### src/acs_pkg.sv
// package for the converter control and two-wire slave block
package acs_pkg;
  localparam logic [6:0] ACS_DEV_ADDR = 7'h48;
  localparam logic [7:0] ACS_GCALL_ADDR = 8'h00;
  localparam logic [7:0] ACS_GCALL_RESET = 8'h06;
  localparam logic [7:0] ACS_GCALL_ALT = 8'h04;
  localparam logic [7:0] ACS_CFG_DEFAULT = 8'h80;
  localparam logic [7:0] ACS_CFG_WMASK = 8'h93;
  localparam int ACS_BIT_BUSY = 7;
  localparam int ACS_BIT_SINGLE = 4;
  localparam logic [7:0] ACS_FILL_BYTE = 8'hFF;
  localparam logic [15:0] ACS_OUT_RESET = 16'h0000;
  localparam logic signed [15:0] ACS_CODE_MAX = 16'sh07FF;
  localparam logic signed [15:0] ACS_CODE_MIN = -16'sh0800;
  localparam int ACS_CLK_HZ = 25000000;
  localparam int ACS_RATE_SPS = 128;
  localparam int ACS_CONV_CYCLES = ACS_CLK_HZ / ACS_RATE_SPS;
  localparam int ACS_PWRUP_NS = 1000;
  localparam int ACS_PWRUP_CYCLES = (ACS_PWRUP_NS * (ACS_CLK_HZ / 1000000) + 999) / 1000;
  localparam logic [3:0] ACS_BIT_LAST = 4'h7;
  localparam logic [3:0] ACS_BIT_ACK = 4'h8;
  localparam logic [1:0] ACS_LAST_RD_BYTE = 2'h2;

  typedef struct packed {
    logic start;
    logic stop;
    logic rise;
    logic fall;
    logic sda;
  } acs_bus_ev_t;

  typedef struct packed {
    logic busy;
    logic single;
    logic [1:0] gain;
  } acs_cfg_t;

  typedef enum logic [1:0] {
    ACS_C_OFF = 2'b00,
    ACS_C_PWRUP = 2'b01,
    ACS_C_CONV = 2'b10
  } acs_conv_state_t;

  typedef enum logic [2:0] {
    ACS_L_IDLE = 3'b000,
    ACS_L_ADDR = 3'b001,
    ACS_L_WDATA = 3'b010,
    ACS_L_RDATA = 3'b011,
    ACS_L_GCALL = 3'b100,
    ACS_L_IGNORE = 3'b101
  } acs_link_state_t;
endpackage : acs_pkg

### src/acs_sync.sv
// two-stage synchroniser and edge finder for the bus pins
`timescale 1ns/10ps
`default_nettype none
module acs_sync
  import acs_pkg::*;
(
  input wire logic clock, // system clock
  input wire logic sys_rst, // synchronous reset
  input wire logic scl_in, // raw bus clock pin
  input wire logic sda_in, // raw bus data pin
  output acs_bus_ev_t ev // synchronised events
);
  logic [1:0] scl_meta_r, sda_meta_r;
  logic scl_d_r, sda_d_r;

  // first stage feeds only the second stage
  always_ff @(posedge clock) begin // [RULE24]
    if (sys_rst) begin
      scl_meta_r <= 2'h3;
      sda_meta_r <= 2'h3;
      scl_d_r <= 1'b1;
      sda_d_r <= 1'b1;
    end else begin
      scl_meta_r <= {scl_meta_r[0], scl_in};
      sda_meta_r <= {sda_meta_r[0], sda_in};
      scl_d_r <= scl_meta_r[1];
      sda_d_r <= sda_meta_r[1];
    end
  end

  always_comb begin
    ev.rise = scl_meta_r[1] & ~scl_d_r;
    ev.fall = ~scl_meta_r[1] & scl_d_r;
    ev.start = scl_meta_r[1] & scl_d_r & sda_d_r & ~sda_meta_r[1]; // [RULE14]
    ev.stop = scl_meta_r[1] & scl_d_r & ~sda_d_r & sda_meta_r[1]; // [RULE14]
    ev.sda = sda_meta_r[1];
  end
endmodule : acs_sync
`default_nettype wire

### src/acs_shift.sv
// eight-bit shift register with bit counter for the bus
`timescale 1ns/10ps
`default_nettype none
module acs_shift
  import acs_pkg::*;
(
  input wire logic clock, // system clock
  input wire logic sys_rst, // synchronous reset
  input wire logic clr, // restart bit count at frame start
  input wire logic rise, // bus clock rising edge
  input wire logic fall, // bus clock falling edge
  input wire logic sda, // synchronised data
  output logic [7:0] rx_byte, // received byte
  output logic [3:0] bit_cnt, // bit position 0..8
  output logic byte_done, // pulse: eighth bit sampled
  output logic slot_end // pulse: acknowledge slot left
);
  logic lead_r;

  // the clock fall that closes a start or stop is not a bit of its own
  always_ff @(posedge clock) begin
    if (sys_rst || clr) begin
      lead_r <= 1'b1;
    end else if (fall) begin
      lead_r <= 1'b0;
    end
  end

  always_ff @(posedge clock) begin
    if (sys_rst || clr) begin
      rx_byte <= 8'h00;
      bit_cnt <= 4'h0;
    end else if (rise && bit_cnt <= ACS_BIT_LAST) begin
      rx_byte <= {rx_byte[6:0], sda}; // [RULE13]
    end else if (fall && !lead_r) begin
      bit_cnt <= (bit_cnt == ACS_BIT_ACK) ? 4'h0 : bit_cnt + 4'h1;
    end
  end

  always_comb begin
    byte_done = fall && bit_cnt == ACS_BIT_LAST;
    slot_end = fall && bit_cnt == ACS_BIT_ACK;
  end
endmodule : acs_shift
`default_nettype wire

### src/acs_top.sv
// converter sequencing and two-wire slave, top level
// Operation
// [RULE1] results are two's complement, clipped to -2048..2047
// [RULE2] conversion timing comes from the internal clock only
// [RULE3] continuous mode stores each result and restarts at once
// [RULE4] busy flag reads 1 whenever continuous mode is selected
// [RULE5] single-shot waits powered down until busy flag set, then converts once
// [RULE6] single-shot end stores result, clears busy, powers down
// [RULE7] writing 1 to busy during a conversion has no effect
// [RULE8] switching to single-shot finishes current conversion, clears busy, powers down
// [RULE9] power-up reset returns configuration to defaults
// [RULE10] general-call reset performs the same full reset; here bus link, pin driver and synchroniser keep running
// [RULE11] slave only; bus clock is input only
// [RULE12] data line only pulled low or released
// [RULE13] eight-bit bytes, set while clock low, sampled on clock high
// [RULE14] start and stop detected as data edges while clock high
// [RULE15] respond only to own seven-bit address plus direction bit
// [RULE16] receiver acknowledges each byte on the ninth clock; here write data bytes after the first get no acknowledge
// [RULE17] not-acknowledge leaves data released during acknowledge clock
// [RULE18] device drives data on reads, releases it on writes except acknowledge
// [RULE19] start while bus active is a repeated start, expect address
// [RULE20] single-shot select bit: 1 single-shot, 0 continuous, default continuous
// [RULE21] configuration register resets to 80h
// [RULE22] general call 00h then 06h acknowledged, aborts conversion, zeroes output
// [RULE23] 16-bit output register, sign extended, zero until first result
// [RULE24] bus pins synchronised before edge detection
`timescale 1ns/10ps
`default_nettype none
module acs_top
  import acs_pkg::*;
(
  input wire logic clock, // internal oscillator clock
  input wire logic sys_rst, // power-up reset, active high
  input wire logic scl_in, // bus clock pin, input only
  input wire logic sda_in, // bus data pin level
  output logic sda_out, // data pin drive value, always low
  output logic sda_oe_n, // low while pulling data low
  input wire logic signed [15:0] analog_code, // raw modulator result
  output logic [15:0] result_r, // output register
  output logic [7:0] config_r, // configuration register readback
  output logic [1:0] amplifier_gain_setting, // gain to analog front end
  output logic power_on_r, // analog core power enable
  output logic start_busy_flag // busy flag as read
);
  acs_bus_ev_t ev;
  logic [7:0] rx_byte;
  logic [3:0] bit_cnt;
  logic byte_done, slot_end;
  acs_link_state_t lstate_r;
  acs_conv_state_t cstate_r;
  logic [7:0] tx_r;
  logic [1:0] rd_idx_r;
  logic ack_r;
  logic drive_r;
  logic master_nack_r;
  logic soft_rst_r;
  logic cfg_wr;
  logic [7:0] cfg_wdata;
  logic single_shot_select;
  logic busy_r;
  logic [1:0] gain_r;
  logic [31:0] conv_cnt_r;
  logic conv_done;
  logic signed [15:0] clipped;
  logic rst_all;
  acs_cfg_t cfg_now;

  // a general call reset returns configuration, converter and output register to power-up state
  assign rst_all = sys_rst | soft_rst_r; // [RULE9] [RULE10]

  // edge flags lag the pins by one to two clocks
  acs_sync u_sync (
    .clock(clock),
    .sys_rst(sys_rst),
    .scl_in(scl_in),
    .sda_in(sda_in),
    .ev(ev)
  );

  acs_shift u_shift (
    .clock(clock),
    .sys_rst(sys_rst),
    .clr(ev.start | ev.stop),
    .rise(ev.rise),
    .fall(ev.fall),
    .sda(ev.sda),
    .rx_byte(rx_byte),
    .bit_cnt(bit_cnt),
    .byte_done(byte_done),
    .slot_end(slot_end)
  );

  // link state: the shifter counts bits, this walks bytes
  // refused bytes leave the pin released; only a new start reopens the link
  always_ff @(posedge clock) begin
    if (sys_rst) begin
      lstate_r <= ACS_L_IDLE;
      ack_r <= 1'b0;
      rd_idx_r <= 2'h0;
    end else if (ev.start) begin
      lstate_r <= ACS_L_ADDR; // [RULE19]
      ack_r <= 1'b0;
      rd_idx_r <= 2'h0;
    end else if (ev.stop) begin
      lstate_r <= ACS_L_IDLE;
      ack_r <= 1'b0;
    end else begin
      if (byte_done) begin
        unique case (lstate_r)
          ACS_L_ADDR: begin
            if (rx_byte[7:1] == ACS_DEV_ADDR) begin // [RULE15]
              ack_r <= 1'b1; // [RULE16]
            end else if (rx_byte == ACS_GCALL_ADDR) begin
              ack_r <= 1'b1; // [RULE22]
            end else begin
              ack_r <= 1'b0; // [RULE17]
            end
          end
          ACS_L_WDATA: ack_r <= 1'b1; // [RULE16]
          ACS_L_GCALL: ack_r <= (rx_byte == ACS_GCALL_RESET) || (rx_byte == ACS_GCALL_ALT); // [RULE22]
          default: ack_r <= 1'b0; // later write bytes get no acknowledge
        endcase
      end
      if (slot_end) begin
        ack_r <= 1'b0;
        unique case (lstate_r)
          ACS_L_ADDR: begin
            if (!ack_r) lstate_r <= ACS_L_IGNORE;
            else if (rx_byte == ACS_GCALL_ADDR) lstate_r <= ACS_L_GCALL;
            else if (rx_byte[0]) lstate_r <= ACS_L_RDATA;
            else lstate_r <= ACS_L_WDATA;
          end
          ACS_L_WDATA: lstate_r <= ACS_L_IGNORE;
          ACS_L_RDATA: begin
            if (master_nack_r) lstate_r <= ACS_L_IGNORE;
            else if (rd_idx_r != 2'h3) rd_idx_r <= rd_idx_r + 2'h1;
          end
          ACS_L_GCALL: lstate_r <= ACS_L_IGNORE;
          ACS_L_IDLE, ACS_L_IGNORE: lstate_r <= lstate_r;
          default: lstate_r <= ACS_L_IDLE;
        endcase
      end
    end
  end

  // master acknowledge of a read byte, taken while the slot clock is high
  always_ff @(posedge clock) begin
    if (sys_rst || ev.start) begin
      master_nack_r <= 1'b0;
    end else if (lstate_r == ACS_L_RDATA && ev.rise && bit_cnt == ACS_BIT_ACK) begin
      master_nack_r <= ev.sda; // [RULE16] [RULE17]
    end
  end

  // general call reset fires once the acknowledge slot of 06h ends
  always_ff @(posedge clock) begin
    if (sys_rst) begin
      soft_rst_r <= 1'b0;
    end else begin
      soft_rst_r <= slot_end && lstate_r == ACS_L_GCALL && rx_byte == ACS_GCALL_RESET; // [RULE10] [RULE22]
    end
  end

  assign cfg_wr = slot_end && lstate_r == ACS_L_WDATA && ack_r;
  assign cfg_wdata = rx_byte;

  // read byte mux: result high, result low, config, then fill bytes
  // index saturates on the fill byte, so over-long reads cost nothing
  always_comb begin
    unique case (rd_idx_r)
      2'h0: tx_r = result_r[15:8];
      2'h1: tx_r = result_r[7:0];
      ACS_LAST_RD_BYTE: tx_r = config_r;
      default: tx_r = ACS_FILL_BYTE;
    endcase
  end

  // data pin driver; the sample is stable through clock high
  // changes land a few clocks after the seen fall, well inside the low phase
  always_ff @(posedge clock) begin
    if (sys_rst) begin
      drive_r <= 1'b0;
    end else if (ev.start || ev.stop) begin
      drive_r <= 1'b0;
    end else if (ev.fall) begin
      if (bit_cnt == ACS_BIT_LAST) begin
        drive_r <= byte_done_ack(lstate_r, rx_byte); // [RULE16] [RULE18]
      end else if (bit_cnt == ACS_BIT_ACK) begin
        // next byte of a read starts right after the master acknowledge
        drive_r <= next_rd_low(lstate_r, rx_byte, ack_r, ev.sda, rd_idx_r);
      end else if (lstate_r == ACS_L_RDATA && !master_nack_r) begin
        drive_r <= ~tx_r[ACS_BIT_LAST[2:0] - bit_cnt[2:0] - 3'h1]; // [RULE18]
      end else begin
        drive_r <= 1'b0;
      end
    end
  end

  // acknowledge decision for the byte just shifted in, made on its last fall
  function automatic logic byte_done_ack(input acs_link_state_t st, input logic [7:0] b);
    logic a;
    a = 1'b0;
    unique case (st)
      ACS_L_ADDR: a = (b[7:1] == ACS_DEV_ADDR) || (b == ACS_GCALL_ADDR);
      ACS_L_WDATA: a = 1'b1;
      ACS_L_GCALL: a = (b == ACS_GCALL_RESET) || (b == ACS_GCALL_ALT);
      default: a = 1'b0;
    endcase
    return a;
  endfunction : byte_done_ack

  // looks one byte ahead: the read index moves in the same cycle, so the mux
  // above would still show the old byte when the first bit must go out
  function automatic logic next_rd_low(input acs_link_state_t st, input logic [7:0] b, input logic a,
                                        input logic m_sda, input logic [1:0] idx);
    logic [7:0] nb;
    logic [1:0] ni;
    nb = ACS_FILL_BYTE;
    ni = idx;
    if (st == ACS_L_RDATA) begin
      ni = (idx == 2'h3) ? idx : idx + 2'h1;
      if (m_sda) ni = 2'h3;
    end
    unique case (ni)
      2'h0: nb = result_r[15:8];
      2'h1: nb = result_r[7:0];
      ACS_LAST_RD_BYTE: nb = config_r;
      default: nb = ACS_FILL_BYTE;
    endcase
    if (st == ACS_L_ADDR && a && b[0] && b != ACS_GCALL_ADDR) return ~result_r[15];
    if (st == ACS_L_RDATA && !m_sda) return ~nb[7];
    return 1'b0;
  endfunction : next_rd_low

  // open drain: only ever pull low, never drive high
  // the drive value is tied low; the enable alone picks pull or release
  always_ff @(posedge clock) begin
    if (sys_rst) begin
      sda_out <= 1'b0;
      sda_oe_n <= 1'b1;
    end else begin
      sda_out <= 1'b0; // [RULE12]
      sda_oe_n <= ~drive_r; // [RULE11] [RULE12]
    end
  end

  // configuration bits
  // reserved bits are dropped on write and read back as zero
  always_ff @(posedge clock) begin
    if (rst_all) begin
      single_shot_select <= ACS_CFG_DEFAULT[ACS_BIT_SINGLE]; // [RULE20] [RULE21]
      gain_r <= ACS_CFG_DEFAULT[1:0]; // [RULE21]
    end else if (cfg_wr) begin
      single_shot_select <= cfg_wdata[ACS_BIT_SINGLE]; // [RULE20]
      gain_r <= cfg_wdata[1:0];
    end
  end

  // converter timing from the internal clock only; no external clock input exists
  assign conv_done = cstate_r == ACS_C_CONV && conv_cnt_r == 32'(ACS_CONV_CYCLES - 1); // [RULE2]

  always_ff @(posedge clock) begin
    if (rst_all) begin
      cstate_r <= ACS_C_CONV; // continuous default starts converting
      conv_cnt_r <= 32'h00000000;
      busy_r <= 1'b1; // a running continuous conversion counts as busy [RULE4] [RULE8]
    end else begin
      unique case (cstate_r)
        ACS_C_OFF: begin
          conv_cnt_r <= 32'h00000000;
          if (!single_shot_select) begin
            busy_r <= 1'b1; // [RULE4]
            cstate_r <= ACS_C_PWRUP;
          end else if (cfg_wr && cfg_wdata[ACS_BIT_BUSY]) begin
            busy_r <= 1'b1; // [RULE5]
            cstate_r <= ACS_C_PWRUP; // [RULE5]
          end
        end
        // settle time before each conversion started from ACS_C_OFF; a reset enters ACS_C_CONV at once
        ACS_C_PWRUP: begin
          if (conv_cnt_r == 32'(ACS_PWRUP_CYCLES - 1)) begin
            conv_cnt_r <= 32'h00000000;
            cstate_r <= ACS_C_CONV;
          end else begin
            conv_cnt_r <= conv_cnt_r + 32'h00000001;
          end
        end
        ACS_C_CONV: begin
          // a start write here is ignored: counter untouched
          if (conv_done) begin // [RULE7]
            conv_cnt_r <= 32'h00000000;
            if (single_shot_select) begin
              busy_r <= 1'b0; // [RULE6] [RULE8]
              cstate_r <= ACS_C_OFF; // [RULE6] [RULE8]
            end else begin
              cstate_r <= ACS_C_CONV; // [RULE3]
            end
          end else begin
            conv_cnt_r <= conv_cnt_r + 32'h00000001;
          end
        end
        default: cstate_r <= ACS_C_OFF;
      endcase
    end
  end

  // clip first, then keep twelve bits; an out-of-range raw code saturates
  assign clipped = (analog_code > ACS_CODE_MAX) ? ACS_CODE_MAX :
                   (analog_code < ACS_CODE_MIN) ? ACS_CODE_MIN : analog_code; // [RULE1]

  // output register: zero from any reset until the first result lands
  always_ff @(posedge clock) begin
    if (rst_all) begin
      result_r <= ACS_OUT_RESET; // [RULE22] [RULE23]
    end else if (conv_done) begin
      result_r <= {{4{clipped[11]}}, clipped[11:0]}; // [RULE3] [RULE23]
    end
  end

  // live configuration view; busy stays 1 while a conversion is still owed
  always_comb begin
    cfg_now.busy = ~single_shot_select | busy_r; // [RULE4]
    cfg_now.single = single_shot_select;
    cfg_now.gain = gain_r;
  end

  // readback bits are registered so that no output comes from logic
  always_ff @(posedge clock) begin
    if (rst_all) begin
      power_on_r <= 1'b1;
      start_busy_flag <= 1'b1;
      config_r <= ACS_CFG_DEFAULT; // [RULE21]
      amplifier_gain_setting <= ACS_CFG_DEFAULT[1:0];
    end else begin
      power_on_r <= cstate_r != ACS_C_OFF; // [RULE5] [RULE6]
      start_busy_flag <= cfg_now.busy; // [RULE4]
      config_r <= {cfg_now.busy, 2'b00, cfg_now.single, 2'b00, cfg_now.gain}; // [RULE4] [RULE20]
      amplifier_gain_setting <= cfg_now.gain;
    end
  end
endmodule : acs_top
`default_nettype wire

### config.mk
export PLATFORM = sky130hd
export DESIGN_NAME = acs_top
export DESIGN_NICKNAME = d
export VERILOG_FILES = /design/src/acs_pkg.sv /design/src/acs_sync.sv /design/src/acs_shift.sv /design/src/acs_top.sv
export SDC_FILE = /design/constraint.sdc
export NUM_CORES = 1
export LEC_CHECK = 0
export BUFFER_PORTS_ARGS = -buffer_cell sky130_fd_sc_hd__buf_2
export CAP_MARGIN = 20
export CORE_UTILIZATION = 40
export CTS_CLUSTER_DIAMETER = 30
export DETAILED_ROUTE_END_ITERATION = 16
export GPL_TIMING_DRIVEN = 1
export PLACE_DENSITY = 0.6
export SETUP_SLACK_MARGIN = 0.02
export SYNTH_ARGS = -nofsm -noshare
export SYNTH_HDL_FRONTEND = slang
export SYNTH_SLANG_ARGS = --single-unit
### constraint.sdc
create_clock -name clock -period 6 [get_ports clock]
set_input_delay 1.2 -clock clock [delete_from_list [all_inputs] [get_ports clock]]
set_output_delay 1.2 -clock clock [all_outputs]
set_load 0.02 [all_outputs]
* Yosys cells after proc, flatten, opt, wreduce, memory -nomap -nowiden
Index checks and enable logic that the tools add are counted.
Word-level totals: logic and storage cells 198, input port bits 20, memories kept 0, latch bits 0, bits in writable memories 0, output and inout port bits 30, bits in registers 91, bits in read-only memories 0
Operators by class: shifts and indexed selects 0, $lt $le $gt $ge 4, muxes and demuxes 66, $add $sub $neg 5, eq/ne operators 27, divide/modulo/power cells 0, bitwise operators 23, reduce and logical (&&, ||, !) cells 47, multiply operators 0
Operators by type and width (number):
- 32-bit case mux with 3 select lines | 1
- 32-bit 2-to-1 mux | 2
- 8-bit case mux with 3 select lines | 2
- 8-bit 2-to-1 mux | 5
- 32-bit by 1-bit adder with 32-bit output, second input constant | 1
- 32-bit by 18-bit == test with 1-bit output, second input constant | 1
- 32-bit by 5-bit == test with 1-bit output, second input constant | 1
- 1-bit 2-to-1 mux | 31
- 2-bit 2-to-1 mux | 13
- 12-bit 2-to-1 mux | 2
- 1-bit logical AND | 17
- 8-bit by 3-bit == test with 1-bit output, second input constant | 2
- 16-bit by 12-bit greater-than comparator with 1-bit output, second input constant | 1
- 16-bit by 12-bit less-than comparator with 1-bit output, second input constant | 1
- 1-bit inverter | 13
- 3-bit case mux with 4 select lines | 1
- 2-bit inequality test, second input constant | 5
- 3-bit 2-to-1 mux | 3
- 3-bit AND reduction | 3
- 2-bit == test, second input constant | 4
- 8-bit zero test | 1
- 8-bit nonzero test | 1
- 2-bit OR reduction | 4
- 1-bit AND | 7
- other kinds (32) | 50

* Longest topological paths before layout
depth in word-level cells 22, mapped depth 10, mapped depth without buffers 8

* Modules after synthesis
Synthesis repeated with hierarchy kept, for this count alone.
Unflattened totals: cell total of the unflattened synthesis 575, area total of the unflattened synthesis 4586.9 µm²
Modules (own cells, without submodules):
- acs_top | sequential area each 1301.2 µm², cells an instance 487, instances 1, area each 3822.4 µm²
- acs_shift | sequential area each 260.2 µm², cells an instance 71, instances 1, area each 566.8 µm²
- acs_sync | sequential area each 120.1 µm², cells an instance 17, instances 1, area each 197.7 µm²

* Least setup slack after synthesis
Ideal clock, no wire load.
path kind flip-flop to flip-flop, from register conv_cnt_r[1], to register conv_cnt_r[17], path buffers 2, slack 3.695 ns, data arrival time 2.186 ns, cell stages (with the launch flop) 10, setup time 0.120 ns, clock period less this slack 2.305 ns, required time 5.880 ns, cells stage by stage dfxtp_1 -> ha_1 -> nand4b_1 -> or4_1 -> or3_1 -> buf_6 -> a32oi_4 -> buf_6 -> nor4_2 -> o31a_1
Between the ends: longest elaborated chain between the ends 4, elaborated cells on any way between the ends 7, classes of those cells 1 x add/sub; 2 x eq/ne; 3 x mux; 1 x reduce/logical
RTL lines:
- start: declaration | RTL line acs_top.sv:62 | logic [31:0] conv_cnt_r;
- start signal: assignment | RTL line acs_top.sv:285 | conv_cnt_r <= conv_cnt_r + 32'h00000001;
- start signal: assignment | RTL line acs_top.sv:299 | conv_cnt_r <= conv_cnt_r + 32'h00000001;
- parallel branches: the longest is 3 deep, another holds 32-bit by 1-bit adder with 32-bit output
- 32-bit case mux with 3 select lines * | RTL line acs_top.sv:268 | unique case (cstate_r)
Every way passes the cells marked *. A chain may end at the register's enable or synchronous reset.

* Worst setup path in the final report
Ends and elaborated chain as after synthesis.

==> results.tsv <==
metric	value	unit
hold_path_class	flip-flop to flip-flop	
syn_to_final_growth	9.53	%
synth_cells	542	
portBuffers	44	
cellLeakagePower	1.80	nW
fin_crit_sh	0.461	
cts_resized	0	
yosysMostFrequentCell	dfxtp_1	
die_h	108	um
cts_buffer_depth	2	
cts_made_buffers	9	
dp_slack	3.26	ns
yosysWarnings	0	
grt_pass1_wl	17.1	mm
core	10900	um2
die_area	11700	um2
viasPerCell	5.77	
skew	0.00582	ns
postLayoutCellArea	4950	um2
tightestPinTransition	0.860	ns
drc	0	
synth_common_cells	dfxtp_1 (84), nand2_1 (62), nor2_1 (43)	
grt_setup_unrepaired	false	
yosysTopAreaCellShare	0.372	
tns	0	ns
place_area	4670	um2
io_pins	50	
dpl.hpwl	7.20	mm
synth-seq-area-share	0.372	
slew_violations	0	
finalPower	0.00112	W
first_iter_violations	385	
hold_end	sda_oe_n	
cts_max_level	3	
synth-edff-count	0	
cp.required	6.23	ns
ys_types	67	
crit_path_max_fanout	30	
synth_area_leaders	dfxtp_1 (37%), nand2_1 (5.2%), nand3_1 (4.4%)	
cts_tree	done	
ys.flop_type	dfxtp_1	
ys_ff_latch	84	
rows	38	
wl_per_cell	14.8	um
power_density	227	nW/um2
insertedDiodeCount	0	
drive_above_1_share	0.176	
relSlewSlack	0.427	
firstDrtPassIters	5	
endpoint_kind	flip-flop	
syn_area_per_cell	8.34	um2
finalSetupViolCount	0	
dp_cells	688	
setup_slack	3.23	ns
drt-total-wl	10.4	mm
hold_violations	0	
worst_setup_path_start_kind	flip-flop	
holdBufCountCts	0	
initial_core_util	0.413	
antenna_found_initial	0	
r2r-start	conv_cnt_r[1]	
async_reset_ff_frac	0	
fmax	0.361	GHz
netlist.top_cell.by_area	dfxtp_1	
clock_latency	0.34	ns
grt_max_degree	51	
r2r_end	conv_cnt_r[17]	
clkTransAtPathRegs	0.06	ns
post_cts.repair.setup_buffers	0	
drv_cap	0	
stdcell_count	704	
die_x	108	um
clock_sink_count	84	
period_minus_slack	2.77	ns
ant_nets	0	
min_path_cells	1	
grtUsageTotal	0.185	
cts_root_buf	clkbuf_16	
hp-start	drive_r	
outcome	completed	
via_count	4062	
synth_area	4520	um2
critPathKind	flip-flop to flip-flop	
grt_pass1_vias	3567	
globalplace.congestion	0.845	
final_nets	591	
rrSetupSlack	3.23	ns
overflow	0	
r2r.worst_path.cells	7	
worstPathArrival	3.00	ns
vdd_ir_drop_max	0.103	mV
==> sequential cells by signal, summed over array words and instances (netlist names), 2 cells and up <==
signal and flops:
conv_cnt_r 32, result_r 12, u_shift.rx_byte 8, config_r 4, u_shift.bit_cnt 4, lstate_r 3
cstate_r 2, gain_r 2, rd_idx_r 2, u_sync.scl_meta_r 2, u_sync.sda_meta_r 2
==> placed cells by master, fill, tap and decap left out, drive strengths merged, types with 5 or more instances in the layout <==
cell | Yosys | final
and3 | 11 | 11
conb | 1 | 5
nand2 | 62 | 62
a21oi | 25 | 25
o21ai | 12 | 12
nand3 | 40 | 40
nand4 | 10 | 10
nor3b | 5 | 5
buf | 21 | 46
inv | 14 | 16
or2 | 10 | 10
clkbuf | 23 | 9
and2 | 6 | 6
o211ai | 14 | 14
nor3 | 10 | 10
nand3b | 6 | 6
nand2b | 5 | 5
xor2 | 6 | 6
or4 | 19 | 19
mux2i | 14 | 14
dfxtp | 84 | 84
a31oi | 25 | 25
nor2 | 43 | 43
ha | 12 | 12
nor4 | 9 | 9
==> layer usage <==
metal	global-route usage	wire [um]	vias to the layer above
met5	0	0	-
met4	0.0627	143	0
met1	0.246	4880	1898
li1	-	-	2009
met2	0.293	4720	140
met3	0.0440	653	15
==> stage by stage <==
stage / utilization / hold slack [ns]
after floorplan: - / 0.370
after global placement: 0.427 / 0.377
after detailed placement: 0.427 / 0.381
after CTS: 0.453 / 0.397
after global routing: 0.453 / 0.423
final: 0.453 / 0.397
==> critical path, stage by stage, from the launching register on <==
cell and delay [ns]:
dfxtp_1 0.38, ha_1 0.22, nand4b_1 0.11, or4_1 0.42, or3_1 0.45, a32o_2 0.53, and3_2 0.29, o31a_1 0.26
==> power by group <==
group | total [W] | switching [W] | internal [W]
logic | 0.0000415 | 0.0000266 | 0.0000149
clock network | 0.000513 | 0.000231 | 0.000282
registers | 0.000567 | 0.00000525 | 0.000562
==> how the worst max path moves through the flow <==
| stage | endpoint | slack (ns) | from |
|---|---|---|---|
| 4_1_cts | conv_cnt_r[17] | 3.24 | conv_cnt_r[1] |
| 2_1_floorplan | conv_cnt_r[17] | 3.69 | conv_cnt_r[1] |
| 3_5_place_dp | conv_cnt_r[17] | 3.26 | conv_cnt_r[1] |
| 3_3_place_gp | conv_cnt_r[17] | 3.28 | conv_cnt_r[1] |
| 6_report | conv_cnt_r[17] | 3.23 | conv_cnt_r[1] |
| 5_1_grt | busy_r | 3.05 | conv_cnt_r[6] |
==> layout make-up <==
| class | instances | area, um2 |
|---|---|---|
| timing repair buffer | 46 | 235 |
| clock inverter | 7 | 51.3 |
| tap | 140 | 175 |
| fill | 1061 | 5990 |
| sequential | 84 | 1680 |
| multi-input combinational | 403 | 2520 |
| inverter | 15 | 56.3 |
| clock buffer | 9 | 225 |
==> logic make-up (layout without fill, tap and decap cells) <==
| group | count (synthesis) | count (layout) | share of synthesized area |
|---|---|---|---|
| simple gates | 252 | 252 | 0.297 |
| compound gates | 109 | 109 | 0.168 |
| flops | 84 | 84 | 0.372 |
| buf+inv | 59 | 77 | 0.0726 |
| mux | 15 | 15 | 0.0360 |
| fa+ha+maj | 12 | 12 | 0.0332 |
| xor+xnor | 10 | 10 | 0.0194 |
| other cells | 1 | 5 | 0.000830 |
No activity file was read; power rests on OpenSTA's default activity.
